`src/verilog/kptc_map.vh`:
```
// kptc_map.vh: register map, field layout, reset values and timing for the keypad/touch control block.
// assumes inclusion by bare name from design files; definitions only.
`ifndef KPTC_MAP_VH
`define KPTC_MAP_VH

`define KPTC_CLK_PERIOD_NS 10

// register pages and addresses
`define KPTC_PAGE_DATA 1'h0
`define KPTC_PAGE_CTRL 1'h1
`define KPTC_ADDR_SCAN_RESULT 6'h04
`define KPTC_ADDR_KEYPAD_CONTROL 6'h01
`define KPTC_ADDR_SW_RESET 6'h04
`define KPTC_ADDR_TOUCH_TIMING 6'h05
`define KPTC_ADDR_DATA_READY 6'h06
`define KPTC_ADDR_KEY_IGNORE 6'h10

// keypad_control fields
`define KPTC_KC_HIT_BIT 15
`define KPTC_KC_IDLE_BIT 14
`define KPTC_KC_SETTLE_HI 13
`define KPTC_KC_SETTLE_LO 11
// touch_detect_timing fields
`define KPTC_TT_PRE_HI 5
`define KPTC_TT_PRE_LO 3
`define KPTC_TT_SNS_HI 2
`define KPTC_TT_SNS_LO 0
// data_ready_mirror field
`define KPTC_DR_PENDING_BIT 15

// values
`define KPTC_SW_RESET_CODE 16'hBB00
`define KPTC_READ_ALL_ONES 16'hFFFF
`define KPTC_ZERO_WORD 16'h0000
`define KPTC_SEL_RESET 3'h0
`define KPTC_MASK_RESET 16'h0000
`define KPTC_SETTLE_LOW_CYCLES 4'h4

// precharge times in microseconds
`define KPTC_PRE_T0_US 20
`define KPTC_PRE_T1_US 84
`define KPTC_PRE_T2_US 276
`define KPTC_PRE_T3_US 340
`define KPTC_PRE_T4_US 1044
`define KPTC_PRE_T5_US 1108
`define KPTC_PRE_T6_US 1300
`define KPTC_PRE_T7_US 1364
// sense times in microseconds
`define KPTC_SNS_T0_US 32
`define KPTC_SNS_T1_US 96
`define KPTC_SNS_T2_US 544
`define KPTC_SNS_T3_US 608
`define KPTC_SNS_T4_US 2080
`define KPTC_SNS_T5_US 2144
`define KPTC_SNS_T6_US 2592
`define KPTC_SNS_T7_US 2656
// debounce times in milliseconds
`define KPTC_DB_T0_MS 2
`define KPTC_DB_T1_MS 10
`define KPTC_DB_T2_MS 20
`define KPTC_DB_T3_MS 50
`define KPTC_DB_T4_MS 60
`define KPTC_DB_T5_MS 80
`define KPTC_DB_T6_MS 100
`define KPTC_DB_T7_MS 120

`endif

```
`src/verilog/kptc_interval_timer.v`:
```
// kptc_interval_timer.v: loadable down counter that pulses done a set number of cycles after load.
// assumes a synchronous active-low reset and load values of at least one.
`timescale 1ns/1ps

module kptc_interval_timer #(
    parameter CNT_W = 24
) (
    input wire clk_sys,
    input wire nrst,
    input wire load,
    input wire abort,
    input wire [CNT_W-1:0] load_value,
    output reg busy,
    output reg done
);

    reg [CNT_W-1:0] cnt;

    always @(posedge clk_sys) begin
        if (!nrst) begin
            cnt <= {CNT_W{1'b0}};
            busy <= 1'b0;
            done <= 1'b0;
        end else begin
            done <= 1'b0;
            if (abort) begin
                cnt <= {CNT_W{1'b0}};
                busy <= 1'b0;
            end else if (load) begin
                cnt <= load_value;
                busy <= 1'b1;
            end else if (busy) begin
                if (cnt <= {{(CNT_W-1){1'b0}}, 1'b1}) begin
                    cnt <= {CNT_W{1'b0}};
                    busy <= 1'b0;
                    done <= 1'b1;
                end else begin
                    cnt <= cnt - {{(CNT_W-1){1'b0}}, 1'b1};
                end
            end
        end
    end

endmodule // kptc_interval_timer

```
`src/verilog/kptc_regs.v`:
```
// kptc_regs.v: keypad scanner control, key ignore mask, touch precharge/sense timers, data-ready
// mirror and keyed software reset, reached through the decoded word port of the serial front end.
// assumes the serial front end delivers one-cycle read/write strobes with page and address.
//
// What this block does
// - precharge time from 3-bit code, default 20us
// - sense wait from 3-bit code, default 32us
// - hit flag reads inverse of key event line
// - idle flag reads 0 busy, 1 idle
// - writing 0 starts continuous keypad scanning
// - writing 1 stops and aborts scanning immediately
// - 3-bit debounce code selects 2 to 120ms
// - ignore bit set hides that key; resets zero
// - ignored keys never assert key event line
// - key bit is row times four plus column
// - each scan writes one bit per pressed key
// - plain matrix scan, ghost fourth corner allowed
// - read-only mirror of the result pending line
// - mirror reserved bits read as zero
// - code BB00 to reset register restores defaults
// - reset register and reserved addresses read FFFF
// - scan result clears to zero on reset
`timescale 1ns/1ps

`include "kptc_map.vh"

module kptc_regs #(
    parameter CNT_W = 24,
    parameter CYC_PER_US = 1000 / `KPTC_CLK_PERIOD_NS
) (
    input wire clk_sys,
    input wire nrst,
    input wire reg_page,
    input wire [5:0] reg_addr,
    input wire reg_wr,
    input wire reg_rd,
    input wire [15:0] reg_wdata,
    output reg [15:0] reg_rdata,
    input wire [3:0] col_sense_n,
    output reg [3:0] row_drive_n,
    output reg key_event_line_n,
    input wire result_pending_line,
    input wire touch_precharge_start,
    input wire touch_sense_start,
    output wire touch_precharge_done,
    output wire touch_sense_done
);

    localparam ST_OFF = 3'h0;
    localparam ST_WAIT = 3'h1;
    localparam ST_DEBOUNCE = 3'h2;
    localparam ST_SCAN = 3'h3;
    localparam ST_REPORT = 3'h4;
    localparam ST_RESCAN = 3'h5;

    reg [2:0] precharge_sel;
    reg [2:0] touch_probe_wait;
    reg [2:0] key_settle_interval;
    reg [15:0] button_ignore_bits;
    reg [15:0] pressed_button_bits;
    reg key_hit_flag;
    reg result_pending_mirror;
    reg soft_rst;
    reg [2:0] state;
    reg [1:0] row_idx;
    reg [3:0] settle_cnt;
    reg [15:0] scan_acc;

    wire rst_n = nrst & ~soft_rst;
    wire wr_ctrl = reg_wr && (reg_page == `KPTC_PAGE_CTRL);
    wire wr_kc = wr_ctrl && (reg_addr == `KPTC_ADDR_KEYPAD_CONTROL);
    wire scan_stop = wr_kc && reg_wdata[`KPTC_KC_IDLE_BIT];
    wire scan_start = wr_kc && !reg_wdata[`KPTC_KC_IDLE_BIT];
    wire scanner_idle_flag = (state == ST_OFF) || (state == ST_WAIT);
    wire any_col_low = ~&col_sense_n;
    wire [15:0] masked_acc = scan_acc & ~button_ignore_bits;
    wire db_done;
    wire db_busy;
    wire db_load = (state == ST_WAIT && any_col_low) || (state == ST_REPORT && masked_acc != `KPTC_ZERO_WORD);

    function [CNT_W-1:0] precharge_cycles;
        input [2:0] code;
        reg [31:0] t;
        begin
            case (code)
                3'h0: t = `KPTC_PRE_T0_US * CYC_PER_US;
                3'h1: t = `KPTC_PRE_T1_US * CYC_PER_US;
                3'h2: t = `KPTC_PRE_T2_US * CYC_PER_US;
                3'h3: t = `KPTC_PRE_T3_US * CYC_PER_US;
                3'h4: t = `KPTC_PRE_T4_US * CYC_PER_US;
                3'h5: t = `KPTC_PRE_T5_US * CYC_PER_US;
                3'h6: t = `KPTC_PRE_T6_US * CYC_PER_US;
                default: t = `KPTC_PRE_T7_US * CYC_PER_US;
            endcase
            precharge_cycles = t[CNT_W-1:0];
        end
    endfunction

    function [CNT_W-1:0] sense_cycles;
        input [2:0] code;
        reg [31:0] t;
        begin
            case (code)
                3'h0: t = `KPTC_SNS_T0_US * CYC_PER_US;
                3'h1: t = `KPTC_SNS_T1_US * CYC_PER_US;
                3'h2: t = `KPTC_SNS_T2_US * CYC_PER_US;
                3'h3: t = `KPTC_SNS_T3_US * CYC_PER_US;
                3'h4: t = `KPTC_SNS_T4_US * CYC_PER_US;
                3'h5: t = `KPTC_SNS_T5_US * CYC_PER_US;
                3'h6: t = `KPTC_SNS_T6_US * CYC_PER_US;
                default: t = `KPTC_SNS_T7_US * CYC_PER_US;
            endcase
            sense_cycles = t[CNT_W-1:0];
        end
    endfunction

    function [CNT_W-1:0] debounce_cycles;
        input [2:0] code;
        reg [31:0] t;
        begin
            case (code)
                3'h0: t = `KPTC_DB_T0_MS * 1000 * CYC_PER_US;
                3'h1: t = `KPTC_DB_T1_MS * 1000 * CYC_PER_US;
                3'h2: t = `KPTC_DB_T2_MS * 1000 * CYC_PER_US;
                3'h3: t = `KPTC_DB_T3_MS * 1000 * CYC_PER_US;
                3'h4: t = `KPTC_DB_T4_MS * 1000 * CYC_PER_US;
                3'h5: t = `KPTC_DB_T5_MS * 1000 * CYC_PER_US;
                3'h6: t = `KPTC_DB_T6_MS * 1000 * CYC_PER_US;
                default: t = `KPTC_DB_T7_MS * 1000 * CYC_PER_US;
            endcase
            debounce_cycles = t[CNT_W-1:0];
        end
    endfunction

    // touch detect intervals, loaded from the code selected at start
    kptc_interval_timer #(.CNT_W(CNT_W)) u_precharge (
        .clk_sys(clk_sys),
        .nrst(rst_n),
        .load(touch_precharge_start),
        .abort(1'b0),
        .load_value(precharge_cycles(precharge_sel)),
        .busy(),
        .done(touch_precharge_done)
    );

    kptc_interval_timer #(.CNT_W(CNT_W)) u_sense (
        .clk_sys(clk_sys),
        .nrst(rst_n),
        .load(touch_sense_start),
        .abort(1'b0),
        .load_value(sense_cycles(touch_probe_wait)),
        .busy(),
        .done(touch_sense_done)
    );

    // also paces the gap between repeated scans while a key is held
    kptc_interval_timer #(.CNT_W(CNT_W)) u_debounce (
        .clk_sys(clk_sys),
        .nrst(rst_n),
        .load(db_load),
        .abort(scan_stop),
        .load_value(debounce_cycles(key_settle_interval)),
        .busy(db_busy),
        .done(db_done)
    );

    // configuration registers and software reset
    always @(posedge clk_sys) begin
        if (!rst_n) begin
            precharge_sel <= `KPTC_SEL_RESET;
            touch_probe_wait <= `KPTC_SEL_RESET;
            key_settle_interval <= `KPTC_SEL_RESET;
            button_ignore_bits <= `KPTC_MASK_RESET;
            result_pending_mirror <= 1'b1;
            soft_rst <= 1'b0;
        end else begin
            result_pending_mirror <= result_pending_line;
            soft_rst <= wr_ctrl && (reg_addr == `KPTC_ADDR_SW_RESET)
                && (reg_wdata == `KPTC_SW_RESET_CODE);
            if (wr_kc) begin
                key_settle_interval <= reg_wdata[`KPTC_KC_SETTLE_HI:`KPTC_KC_SETTLE_LO];
            end
            if (wr_ctrl && reg_addr == `KPTC_ADDR_TOUCH_TIMING) begin
                precharge_sel <= reg_wdata[`KPTC_TT_PRE_HI:`KPTC_TT_PRE_LO];
                touch_probe_wait <= reg_wdata[`KPTC_TT_SNS_HI:`KPTC_TT_SNS_LO];
            end
            if (wr_ctrl && reg_addr == `KPTC_ADDR_KEY_IGNORE) begin
                button_ignore_bits <= reg_wdata;
            end
        end
    end

    // keypad scanner: wait for press, debounce, walk rows, report, repeat while held
    always @(posedge clk_sys) begin
        if (!rst_n) begin
            state <= ST_OFF;
            row_idx <= 2'h0;
            settle_cnt <= 4'h0;
            scan_acc <= `KPTC_ZERO_WORD;
            pressed_button_bits <= `KPTC_ZERO_WORD;
            key_hit_flag <= 1'b0;
            key_event_line_n <= 1'b1;
            row_drive_n <= 4'hF;
        end else if (scan_stop) begin
            // abort wins even with a key held; rows released at once
            state <= ST_OFF;
            row_drive_n <= 4'hF;
            key_hit_flag <= 1'b0;
            key_event_line_n <= 1'b1;
        end else begin
            case (state)
                ST_OFF: begin
                    row_drive_n <= 4'hF;
                    if (scan_start) begin
                        state <= ST_WAIT;
                        row_drive_n <= 4'h0;
                    end
                end
                ST_WAIT: begin
                    row_drive_n <= 4'h0;
                    if (any_col_low) begin
                        state <= ST_DEBOUNCE;
                    end
                end
                ST_DEBOUNCE: begin
                    if (db_done) begin
                        if (any_col_low) begin
                            state <= ST_SCAN;
                            row_idx <= 2'h0;
                            settle_cnt <= `KPTC_SETTLE_LOW_CYCLES;
                            scan_acc <= `KPTC_ZERO_WORD;
                            row_drive_n <= 4'hE;
                        end else begin
                            state <= ST_WAIT;
                        end
                    end
                end
                ST_SCAN: begin
                    // one row low at a time; a plain scan can show ghost corners
                    if (settle_cnt != 4'h0) begin
                        settle_cnt <= settle_cnt - 4'h1;
                    end else begin
                        scan_acc[{row_idx, 2'h0} +: 4] <= ~col_sense_n;
                        if (row_idx == 2'h3) begin
                            state <= ST_REPORT;
                            row_drive_n <= 4'h0;
                        end else begin
                            row_idx <= row_idx + 2'h1;
                            settle_cnt <= `KPTC_SETTLE_LOW_CYCLES;
                            row_drive_n <= ~(4'h1 << (row_idx + 2'h1));
                        end
                    end
                end
                ST_REPORT: begin
                    pressed_button_bits <= masked_acc;
                    if (masked_acc != `KPTC_ZERO_WORD) begin
                        key_hit_flag <= 1'b1;
                        key_event_line_n <= 1'b0;
                        state <= ST_RESCAN;
                    end else begin
                        key_hit_flag <= 1'b0;
                        key_event_line_n <= 1'b1;
                        state <= ST_WAIT;
                    end
                end
                ST_RESCAN: begin
                    if (db_done) begin
                        state <= ST_SCAN;
                        row_idx <= 2'h0;
                        settle_cnt <= `KPTC_SETTLE_LOW_CYCLES;
                        scan_acc <= `KPTC_ZERO_WORD;
                        row_drive_n <= 4'hE;
                    end
                end
                default: begin
                    state <= ST_OFF;
                    row_drive_n <= 4'hF;
                end
            endcase
        end
    end

    // register read port, one cycle after the strobe
    always @(posedge clk_sys) begin
        if (!rst_n) begin
            reg_rdata <= `KPTC_ZERO_WORD;
        end else if (reg_rd) begin
            reg_rdata <= `KPTC_READ_ALL_ONES;
            if (reg_page == `KPTC_PAGE_DATA) begin
                if (reg_addr == `KPTC_ADDR_SCAN_RESULT) begin
                    reg_rdata <= pressed_button_bits;
                end
            end else begin
                case (reg_addr)
                    `KPTC_ADDR_KEYPAD_CONTROL: begin
                        reg_rdata <= {key_hit_flag, scanner_idle_flag, key_settle_interval,
                            11'h000};
                    end
                    `KPTC_ADDR_TOUCH_TIMING: begin
                        reg_rdata <= {10'h000, precharge_sel, touch_probe_wait};
                    end
                    `KPTC_ADDR_DATA_READY: begin
                        reg_rdata <= {result_pending_mirror, 15'h0000};
                    end
                    `KPTC_ADDR_KEY_IGNORE: begin
                        reg_rdata <= button_ignore_bits;
                    end
                    default: begin
                        reg_rdata <= `KPTC_READ_ALL_ONES;
                    end
                endcase
            end
        end
    end

endmodule // kptc_regs
```
`config.mk`:
```
export PLATFORM = sky130hd
export DESIGN_NAME = kptc_regs
export DESIGN_NICKNAME = d
export VERILOG_FILES = /design/src/verilog/kptc_interval_timer.v /design/src/verilog/kptc_regs.v
export VERILOG_INCLUDE_DIRS = /design/src /design/src/verilog
export SDC_FILE = /design/constraint.sdc
export NUM_CORES = 1
export LEC_CHECK = 0
export BUFFER_PORTS_ARGS = -buffer_cell sky130_fd_sc_hd__buf_4
export CAP_MARGIN = 20
export CORE_MARGIN = 3
export CORE_UTILIZATION = 40
export DETAILED_ROUTE_END_ITERATION = 10
export PLACE_DENSITY = 0.54
export RECOVER_POWER = 50
export SYNTH_ARGS = -nofsm -noshare
export SYNTH_HDL_FRONTEND = slang
export SYNTH_SLANG_ARGS = --single-unit
export TNS_END_PERCENT = 30
```
`constraint.sdc`:
```
create_clock -name clk_sys -period 2.9 [get_ports clk_sys]
set_clock_uncertainty 0.2 [all_clocks]
set_input_delay 0.435 -clock clk_sys [delete_from_list [all_inputs] [get_ports clk_sys]]
set_output_delay 0.435 -clock clk_sys [all_outputs]
set_load 0.05 [all_outputs]
```
==> Word-level counts from Yosys, hierarchy flattened <==
Cells that the tools add are included.
{ "op_classes": {"add_sub_neg": 6, "multipliers": 0, "n_div": 0, "magnitude_cmp": 3, "eq_ne": 39, "n_shift": 3, "mux": 63, "bitwise": 12, "n_reduce_logical": 35} }
{ "op_table": {"columns": ["operator", "n"], "rows": [
  ["$mux 24", 9],
  ["$pmux 24 s7", 1],
  ["$pmux 19 s7", 1],
  ["$pmux 18 s7", 1],
  ["$mux 16", 6],
  ["$le 24x1->1 const B", 3],
  ["$sub 24x1->24 const B", 3],
  ["$pmux 16 s4", 1],
  ["$pmux 16 s3", 1],
  ["$mux 4", 11],
  ["$eq 3x3->1 const B", 11],
  ["$eq 3x2->1 const B", 8],
  ["$pmux 4 s6", 1],
  ["$mux 3", 7],
  ["$eq 6x3->1 const B", 3],
  ["$pmux 3 s6", 1],
  ["$reduce_and 6->1", 3],
  ["$and 16x16->16", 1],
  ["$bwmux 16", 1],
  ["$eq 16x16->1 const B", 1],
  ["$not 16->16", 1],
  ["$reduce_bool 16->1", 1],
  ["$shift 4x6->16 const A", 1],
  ["$shiftx 4x6->16", 1],
  ["32 further kinds", 83]
]} }
{ "totals": {"register_bits": 168, "latchBits": 0, "ramBits": 0, "mem_bits_ro": 0, "input_bits": 34, "output_inout_bits": 23, "word_cells": 185, "memories": 0} }

==> Logic depth before layout (Yosys ltp) <==
Gate-level depths: netlist of run 1.
{ "depth": {"word_depth": 6, "depth_mapped": 9, "depth_no_buf": 8} }

==> Modules after synthesis <==
Synthesis of run 1 repeated with hierarchy kept, for this count alone.
{ "hier_totals": {"cells_unflattened": 1138, "hier_area_um2": 9225.1} }
{ "by_module_without_submodules": {"columns": ["module", "instances", "cells_per_inst", "area_per_inst_um2", "seq_area_each_um2"], "rows": [
  ["kptc_interval_timer", 3, 200, 1560.2, 520.5],
  ["kptc_regs", 1, 538, 4544.4, 1801.7]
]} }

==> Least setup slack after synthesis of run 1 <==
No wires, ideal clock.
{ "synth_timing": {"path_type": "register to register", "startpoint": "register u_debounce.cnt[12]", "endpoint": "register u_debounce.cnt[12]", "setup_time_ns": 0.117, "arrival_ns": 2.251, "t_required_ns": 2.583, "path_slack_ns": 0.331, "path_stages_with_launch": 9, "n_path_buf": 2, "synth_period_minus_slack_ns": 2.569, "cell_sequence": "dfxtp_1 or4_1 buf_2 or3_4 o31a_1 o21ai_2 buf_6 o22ai_2 a32o_2"} }
{ "synth_via": {"elab_chain_cells": 4, "elab_cells_between_ends": 5, "cone_classes": "add/sub (1); order compare (1); mux (3)"} }
{ "synth_rtl": {"columns": ["element", "line_no", "source"], "rows": [
  ["from (decl)", "kptc_interval_timer.v:17", "reg [CNT_W-1:0] cnt;"],
  ["from (signal assigned)", "kptc_interval_timer.v:21", "cnt <= {CNT_W{1'b0}};"],
  ["from (signal assigned)", "kptc_interval_timer.v:27", "cnt <= {CNT_W{1'b0}};"],
  ["from (signal assigned)", "kptc_interval_timer.v:30", "cnt <= load_value;"],
  ["$sub 24x1->24 or $le 24x1->1 (tied branches)", "kptc_interval_timer.v:38, kptc_interval_timer.v:33", null],
  ["$mux 24 (*)", "kptc_interval_timer.v:33", "if (cnt <= {{(CNT_W-1){1'b0}}, 1'b1}) begin"],
  ["$mux 24 (*)", "kptc_interval_timer.v:32", "end else if (busy) begin"],
  ["$mux 24 (*)", "kptc_interval_timer.v:29", "end else if (load) begin"]
]} }
Mark *: on every way between the ends. The rest lies on a longest branch, timed or not. The select of a mux whose other input is x is not followed.
A chain may end at the register's enable or synchronous reset.

==> Worst setup path after layout of run 1 <==
{ "layout_timing": {"startpoint": "register u_sense.cnt[15]", "endpoint": "register u_sense.cnt[8]"} }
{ "layout_via": {"elab_chain_cells": 4} }
{ "layout_rtl": {"columns": ["element", "line_no"], "rows": [
  ["from (decl)", "kptc_interval_timer.v:17"],
  ["from (signal assigned)", "kptc_interval_timer.v:21"],
  ["from (signal assigned)", "kptc_interval_timer.v:27"],
  ["from (signal assigned)", "kptc_interval_timer.v:30"],
  ["$le 24x1->1", "kptc_interval_timer.v:33"],
  ["$mux 24", "kptc_interval_timer.v:33"],
  ["$mux 24", "kptc_interval_timer.v:32"],
  ["$mux 24", "kptc_interval_timer.v:29"]
]} }
No other way between the ends. The select of a mux whose other input is x is not followed.

==> results of run 1 <==
[power by group through the flow]
stage	Sequential [mW]	Clock (mW)	Combinational, mW
3_5_place_dp	2.52	0	0.764
5_1_grt	2.49	2.44	0.838
3_3_place_gp	2.53	0	0.761
6_report	2.47	2.29	0.752
4_1_cts	2.47	2.35	0.767
2_1_floorplan	2.56	0	0.479
[cell usage after synthesis, types with 9 or more instances]
library cell	instances	area [um^2]
o221ai_1	16	140.1
inv_1	18	67.56
or3_1	16	100.1
nor2_1	157	589.3
a22o_1	10	87.58
ha_1	11	137.6
nand3_1	28	140.1
a211oi_1	14	105.1
or4_1	10	75.07
nand2_1	75	281.5
o22ai_1	10	62.56
nand2b_1	24	150.1
mux2i_1	52	520.5
nand4_1	11	68.82
and2_1	9	56.30
dfxtp_1	168	3363
clkbuf_1	65	244.0
a31oi_1	23	143.9
nor3_1	51	255.2
o21ai_0	50	250.2
a21oi_1	73	365.4
xor2_1	10	87.58
nor2b_1	30	187.7
a221oi_1	9	78.83
nor4_1	29	181.4
[per-layer routing]
metal	routed length (um)	share of wire [%]
met5	0	0
met4	199	0.78
met3	1131	4.4
met2	11190	44
met1	12900	51
[worst max path at each step]
| stage | endpoint | slack, ns | depth (start not counted) |
|---|---|---|---|
| 2_1_floorplan | u_debounce.cnt[12]$_SDFFE_PP0P_ | 0.33 | 8 |
| 3_3_place_gp | u_debounce.cnt[15]$_SDFFE_PP0P_ | 0.25 | 6 |
| 3_5_place_dp | u_debounce.cnt[15]$_SDFFE_PP0P_ | 0.22 | 6 |
| 4_1_cts | u_sense.cnt[8]$_SDFFE_PN0P_ | 0.20 | 6 |
| 5_1_grt | u_sense.cnt[8]$_SDFFE_PN0P_ | 0.03 | 6 |
| 6_report | u_sense.cnt[8]$_SDFFE_PN0P_ | 0.18 | 6 |
[through the flow]
step	std cells	util, %
2_1_floorplan	1111	-
5_1_grt	1457	47.04
3_5_place_dp	1424	44.85
6_report	1457	47.04
3_3_place_gp	1424	44.85
4_1_cts	1456	47.52
[area by class of cell]
| type | instances | area, um^2 | share of cell area [%] |
|---|---|---|---|
| sequential | 168 | 3363 | 32.66 |
| multi-input combinational | 852 | 5218 | 50.66 |
| clock inverter | 14 | 155.1 | 1.507 |
| inverter | 18 | 67.56 | 0.6561 |
| tap | 280 | 350.3 | 3.402 |
| clock buffer | 18 | 429.2 | 4.167 |
| timing repair buffer | 107 | 715.7 | 6.949 |
[logic make-up after synthesis]
kind of cell	count (synthesis)	share of synthesized area (%)
AND/OR/NAND/NOR	488	27.87
AO/OA/AOI/OAI	282	21.19
flip-flops	168	37.64
buffers and inverters	91	4.047
multiplexers	53	5.952
XOR/XNOR	18	1.764
adder cells (fa/ha/maj)	11	1.540
[flip-flops by register name, indices dropped and copies added (netlist names), 2 cells and up]
signal,cells
u_debounce.cnt,24
u_precharge.cnt,24
u_sense.cnt,24
button_ignore_bits,16
pressed_button_bits,16
reg_rdata,16
scan_acc,16
row_drive_n,4
settle_cnt,4
key_settle_interval,3
precharge_sel,3
state,3
touch_probe_wait,3
row_idx,2
[worst max-delay path: cells and delay by family, from the launching register on]
family / cells / cell delay, ns
AOI/OAI and AO/OA: 1 / 0.32
DFF: 1 / 0.37
and+or+nand+nor: 5 / 1.71
==> flow_summary.toml, run 1 <==
[status]
outcome = "complete, no violations"

[synth]
syn-cell-area_um2 = 8935
synth_flop_cell = "dfxtp_1"
ys_warn_count = 0
yosysSeqAreaShare_pct = 37.64
ys_ff_latch = 168
synth_edf_count = 0
syn_inst = 1111
yosysUniqueCellTypes = 70
syn_area_per_cell_um2 = 8.042
synthArstFlopShare_pct = 0
syn-num-nets = 1156

[finish]
final_common_cell = "dfxtp_1"
area_delta_synth_final_pct = 15.26
antennaDiodeCount = 0
finalNetCount = 1209
drive_gt1_share_pct = 11.98
nFillCells = 2261
final_cell_mix = "dfxtp_1, nor2_1, buf_4"
fin_area_um2 = 10300

[global_routing]
met3_usage_pct = 3.978
grt.met1_usage_pct = 30.54
grt_start_max_net_pins = 87
overflow = 0
antenna_found_initial = 0
grt_pass1_vias = 7824
grt-busiest-layer = "met2"
grt_use_met2_pct = 31.38
grt_pass1_wl_um = 41060
grt_usage_pct = 20.70

[clock_tree]
cts_resized = 0
tritoncts = "built"
hold_buffers = 0
clock_sinks = 168
cts-root-buf = "clkbuf_16"
cts_setup_buffers = 0
h-tree-depth = 4
cts_made_buffers = 17
clk_pin_slew_ns = 0.08
clock_path_buffers = 2
insertion_delay_ns = 0.44

[die]
dieArea_um2 = 24170
core.rowCount = 54
fp.coreArea_um2 = 21890
die_height_um = 155.5
initial_utilization_pct = 40.82
io_pins = 57
die_w_um = 155.5

[sta]
finalSetupTns_ns = 0
finalCritPeriodShare_pct = 93.80
maxSlewViolCount = 0
max_freq_mhz = 367.6
finalSetupViolations = 0
finalHoldViolCount = 0
maxSlewHeadroom_pct = 5.219
worst_slew_pin_slew_ns = 1.422
rsz0062_at_grt = "false"
layout_setup_ws_ns = 0.1797
whs_ns = 0.02040
min_period_ns = 2.720

[worst_setup_path]
slowest_stage = "or4_1"
r2r-start = "u_sense.cnt[15]$_SDFFE_PN0P_"
rr_endpoint = "u_sense.cnt[8]$_SDFFE_PN0P_"
arrival_ns = 2.84
critPathLaunch = "u_sense.cnt[15]$_SDFFE_PN0P_"
critical_path_class = "reg -> reg"
end_kind = "flip-flop"
r2r_slack_ns = 0.18
max_stage_delay_ns = 0.62
worstPathRequired_ns = 3.02
worstSetupStartpointType = "flip-flop"
ff2ff_path_depth = 6
worstPathMaxFanout = 10
path_cells = "or4_1 > or4_4 > nor2_4 > nor2b_1 > a221oi_1 > nor3_1"

[power_and_ir_drop]
swShare_pct = 29.45
power_switching_mw = 1.625
combPwrFrac_pct = 13.6
p_total_mw = 5.519
p_per_area_nw_per_um2 = 535.9
internal_power_mw = 3.893
seqPwrFrac_pct = 44.8
p_leak_nw = 3.917
ir_drop_uv = 312.2
clkPwrFrac_pct = 41.6

[routing]
wl_um = 25420
drt_iter0_markers = 529
dr.pass1.iters = 5
wl_per_cell_um = 17.45
post_drt_via_cell_ratio = 5.714
drc = 0
via_count = 8325
detail-route-antenna-nets = 0

[flow_run]
maxCapViolCount = 0

[worst_hold_path]
hp-start = "result_pending_line"
worst_hold_path_type = "in -> reg"
hold_path_end = "result_pending_mirror$_SDFF_PN1_"
holdPathStages = 2

[placement]
portBuffers = 56
place_ws_ns = 0.2177
placed_area_um2 = 9818
dp_hpwl_um = 17900
place_congestion = 0.8267
No activity file was read; power rests on OpenSTA's default activity.
==> run 2, diff against run 1 <==
- ABC_CLOCK_PERIOD_IN_PS: default -> 2900
- CORE_ASPECT_RATIO: default -> 0.7
- MAX_ROUTING_LAYER: default -> met4
==> run 2 against run 1 <==
Against the previous run:
- first-iteration DRC count is 71% higher
- count of clock-buffer cells in the layout is 4 higher
- via count is 3.1% higher
- sequential cell count stayed put
- cell count is 0.41% higher
- design area is 0.15% higher
- combinational power is 0.8% higher
- sequential power hardly changed
- wire length is 4.4% higher
- hold slack better by 0.021 ns
- clock power hardly changed
- critical endpoint is now u_debounce.cnt[11]$_SDFFE_PP0P_
==> flow_summary.toml, run 2 (same netlist as run 1, synthesis figures left out) <==
[global_routing]
grt_pass1_wl_um = 41790
grt_pass1_vias = 7374
overflow = 0
grt_start_max_net_pins = 117
antenna_found_initial = 0
grt_usage_pct = 22.53

[power_and_ir_drop]
p_per_area_nw_per_um2 = 538.4
p_leak_nw = 3.903
internal_power_mw = 4.002
combPwrFrac_pct = 13.7
p_total_mw = 5.553
seqPwrFrac_pct = 44.6
ir_drop_uv = 402.2
swShare_pct = 27.93
clkPwrFrac_pct = 41.7
power_switching_mw = 1.551

[worst_setup_path]
arrival_ns = 2.88
critical_path_class = "reg -> reg"
worstPathMaxFanout = 11
worstSetupStartpointType = "flip-flop"
end_kind = "flip-flop"
worstPathRequired_ns = 3.03

[finish]
nFillCells = 2157
finalNetCount = 1212
final_common_cell = "dfxtp_1"
fin_area_um2 = 10310
area_delta_synth_final_pct = 15.43
drive_gt1_share_pct = 11.53
final_cell_mix = "dfxtp_1, nor2_1, nand2_1"
reg_top3 = "u_debounce.cnt x24, u_precharge.cnt x24, u_sense.cnt x24"

[routing]
drt_iter0_markers = 903
dr.pass1.iters = 5
wl_per_cell_um = 18.14
via_count = 8581
drc = 0
detail-route-antenna-nets = 0
wl_um = 26540
post_drt_via_cell_ratio = 5.865

[die]
io_pins = 57
fp.coreArea_um2 = 21790
initial_utilization_pct = 41.00
core.rowCount = 45
die_w_um = 184.6
die_height_um = 131.0
dieArea_um2 = 24200

[sta]
rsz0062_at_grt = "false"
layout_setup_ws_ns = 0.1453
finalSetupViolations = 0
worst_slew_pin_slew_ns = 0.8326
maxSlewViolCount = 0
min_period_ns = 2.755
finalSetupTns_ns = 0
finalHoldViolCount = 0
max_freq_mhz = 363.0
whs_ns = 0.04142
maxSlewHeadroom_pct = 44.50
finalCritPeriodShare_pct = 94.99

[clock_tree]
cts-root-buf = "clkbuf_16"
clk_pin_slew_ns = 0.07
cts_setup_buffers = 0
cts_made_buffers = 17
h-tree-depth = 4
clock_sinks = 168
tritoncts = "built"
clock_path_buffers = 2
insertion_delay_ns = 0.44

[placement]
placed_area_um2 = 9843
portBuffers = 56
dp_hpwl_um = 18730
place_congestion = 0.8774
place_ws_ns = 0.1478

[flow_run]
maxCapViolCount = 0

[status]
outcome = "complete, no violations"

[worst_hold_path]
worst_hold_path_type = "in -> reg"
[run 2: layout make-up]
| class | count | area (um^2) | share of cell area, % |
|---|---|---|---|
| antenna | 1 | 2.502 | 0.02426 |
| clock buffer | 22 | 474.2 | 4.598 |
| clock inverter | 10 | 117.6 | 1.140 |
| timing repair buffer | 110 | 711.9 | 6.903 |
| sequential | 168 | 3363 | 32.61 |
| inverter | 18 | 67.56 | 0.6551 |
| multi-input combinational | 852 | 5224 | 50.65 |
| tap | 282 | 352.8 | 3.421 |
[run 2: critical path, stage by stage, from the launching register on]
cell	delay, ns
dfxtp_1	0.38
or4_4	0.60
or4_4	0.49
o31a_1	0.33
o21ai_2	0.20
o22ai_1	0.16
a32o_1	0.29
[run 2: what timing repair did]
action / 4_1_cts / 5_1_grt
hold buffers: 1 / 0
endpoints found under the hold margin: 1 / 0
resized for setup: 0 / 1
endpoints found under the setup margin: 0 / 1
[run 2: per-stage QoR]
| stage | utilization (%) | cells |
|---|---|---|
| final | 47.33 | 1463 |
| after global routing | 47.32 | 1462 |
| after CTS | 47.94 | 1462 |
| after detailed placement | 45.17 | 1429 |
| after global placement | 45.17 | 1429 |
| after floorplan | - | 1111 |
[run 2: power groups by stage]
stage / Combinational [mW] / Clock, mW / Sequential [mW]
floorplan: 0.479 / 0 / 2.56
global placement: 0.762 / 0 / 2.53
detailed placement: 0.763 / 0 / 2.53
CTS: 0.768 / 2.37 / 2.47
global route: 0.838 / 2.47 / 2.49
finish: 0.758 / 2.32 / 2.48
[run 2: worst paths after layout]
path                                                       from                             endpoint  slack [ns]  cells past startpoint
worst min register to register    key_event_line_n$_SDFFE_PP1P_        key_event_line_n$_SDFFE_PP1P_        0.25                      2
worst max register to register  u_debounce.cnt[16]$_SDFFE_PP0P_      u_debounce.cnt[11]$_SDFFE_PP0P_        0.15                      6
worst min-delay path                              reg_wdata[15]  button_ignore_bits[15]$_SDFFE_PN0P_        0.04                      3
worst max-delay path            u_debounce.cnt[16]$_SDFFE_PP0P_      u_debounce.cnt[11]$_SDFFE_PP0P_        0.15                      6
[run 2: metal layers]
metal  global-route usage, %  share of wire (%)  vias to the layer above
met5                       -                  0                        -
met4                   4.012               0.92                        0
met3                   4.206                7.0                       22
met2                   28.91                 39                      293
met1                   35.95                 53                     4057
li1                        -                  -                     4209
==> run 3, diff against run 2 <==
- REMOVE_ABC_BUFFERS: default -> 1
==> run 3 against run 2 <==
Against the previous run:
- cell count unchanged
- combinational power up 2%
- register-to-register slack about the same
- die area unchanged
- design area up 0.35%
- critical path type unchanged
- critical endpoint is now u_sense.cnt[14]$_SDFFE_PN0P_
==> flow_summary.toml, run 3 (same netlist as run 1, synthesis figures left out) <==
[status]
outcome = "complete, no violations"

[worst_setup_path]
worstPathMaxFanout = 10
ff2ff_path_depth = 6
end_kind = "flip-flop"
max_stage_delay_ns = 0.62
worstPathRequired_ns = 2.96
r2r_slack_ns = 0.15
slowest_stage = "or4_1"
rr_endpoint = "u_sense.cnt[14]$_SDFFE_PN0P_"
arrival_ns = 2.80
critical_path_class = "reg -> reg"
worstSetupStartpointType = "flip-flop"
path_cells = "or4_1 > or4_4 > nor2_4 > nor2b_1 > a221oi_1 > a211oi_1"
r2r-start = "u_sense.cnt[15]$_SDFFE_PN0P_"

[finish]
antennaDiodeCount = 0
final_common_cell = "dfxtp_1"
finalNetCount = 1214
drive_gt1_share_pct = 11.94
reg_top3 = "u_debounce.cnt x24, u_precharge.cnt x24, u_sense.cnt x24"
area_delta_synth_final_pct = 15.84
final_cell_mix = "dfxtp_1, nor2_1, buf_4"
fin_area_um2 = 10350

[global_routing]
antenna_found_initial = 0
grt_start_max_net_pins = 117
grt_pass1_wl_um = 42190
grt_pass1_vias = 7379
overflow = 0
grt_usage_pct = 22.64

[clock_tree]
h-tree-depth = 4
clk_pin_slew_ns = 0.07
clock_sinks = 168
hold_buffers = 1
cts_resized = 0
cts_made_buffers = 17
cts_setup_buffers = 0
clock_path_buffers = 2
cts-root-buf = "clkbuf_16"
insertion_delay_ns = 0.43
tritoncts = "built"

[routing]
wl_um = 26850
drt_iter0_markers = 848
dr.pass1.iters = 5
post_drt_via_cell_ratio = 5.834
via_count = 8535
detail-route-antenna-nets = 0
wl_per_cell_um = 18.35
drc = 0

[worst_hold_path]
holdPathStages = 3
worst_hold_path_type = "in -> reg"
hp-start = "reg_wdata[15]"
hold_path_end = "button_ignore_bits[15]$_SDFFE_PN0P_"

[sta]
max_freq_mhz = 364.0
finalHoldViolCount = 0
min_period_ns = 2.747
maxSlewHeadroom_pct = 8.679
finalCritPeriodShare_pct = 94.72
finalSetupViolations = 0
whs_ns = 0.05270
worst_slew_pin_slew_ns = 1.370
rsz0062_at_grt = "false"
maxSlewViolCount = 0

[flow_run]
maxCapViolCount = 0

[power_and_ir_drop]
p_leak_nw = 3.931
ir_drop_uv = 405.4
p_per_area_nw_per_um2 = 545.5
p_total_mw = 5.645

[placement]
place_congestion = 0.8502
dp_hpwl_um = 19300
placed_area_um2 = 9858
portBuffers = 56

[die]
die_w_um = 184.6
io_pins = 57
initial_utilization_pct = 41.00
die_height_um = 131.0
dieArea_um2 = 24200
fp.coreArea_um2 = 21790
core.rowCount = 45
run 3: cell types whose count changed in the layout (fill, tap and decap cells not counted), sizes merged:
cell	previous run	this run
clkbuf	58	50
buf	73	80
bufinv	2	4
clkinv	2	4
inv	20	18
diode	1	0
run 3: how the worst max path moves through the flow:
| stage | from | to | slack, ns | cells after the start |
|---|---|---|---|---|
| 2_1_floorplan | nrst | u_debounce.cnt[12]$_SDFFE_PP0P_ | -0.71 | 3 |
| 3_3_place_gp | u_debounce.cnt[16]$_SDFFE_PP0P_ | u_debounce.cnt[8]$_SDFFE_PP0P_ | 0.23 | 6 |
| 3_5_place_dp | u_debounce.cnt[16]$_SDFFE_PP0P_ | u_debounce.cnt[11]$_SDFFE_PP0P_ | 0.19 | 6 |
| 4_1_cts | u_debounce.cnt[16]$_SDFFE_PP0P_ | u_debounce.cnt[11]$_SDFFE_PP0P_ | 0.17 | 6 |
| 5_1_grt | u_sense.cnt[15]$_SDFFE_PN0P_ | u_sense.cnt[14]$_SDFFE_PN0P_ | 0.03 | 6 |
| 6_report | u_sense.cnt[15]$_SDFFE_PN0P_ | u_sense.cnt[14]$_SDFFE_PN0P_ | 0.15 | 6 |
run 3: area by class of cell:
cell class                      instances  area (um^2)
Multi-Input combinational cell        852         5221
Timing Repair Buffer                  112        734.5
Clock inverter                         12        177.7
Inverter                               18        67.56
Tap cell                              282        352.8
Sequential cell                       168         3363
Fill cell                            2164        11440
Clock buffer                           19        432.9
run 3: stage by stage:
stage	instances	util, %	setup TNS (ns)	setup WS, ns
floorplan	1038	-	-6.373	-0.7145
CTS	1463	48.09	0	0.1742
detailed placement	1431	45.24	0	0.1874
global route	1463	47.50	0	0.03264
finish	1463	47.50	0	0.1531
global placement	1431	45.24	0	0.2339
run 3: where the power goes:
part           internal, mW  switching, mW  total [mW]  leakage (nW)
Sequential             2.39         0.0837        2.47          1.37
Combinational         0.281          0.489       0.770          2.28
Clock                  1.44          0.966        2.40         0.285
Total                  4.11           1.54        5.65          3.93
run 3: critical path: cells and delay by family, from the launching register on:
family / cells / cell delay (ns)
compound gates: 2 / 0.40
flops: 1 / 0.36
simple gates: 4 / 1.62
run 3: per-layer routing:
layer	track usage (%)	routed length, um	vias up
li1	-	-	4207
met1	36.21	14860	4072
met2	28.26	10190	239
met3	4.732	1558	17
met4	4.541	239	0
met5	-	0	-
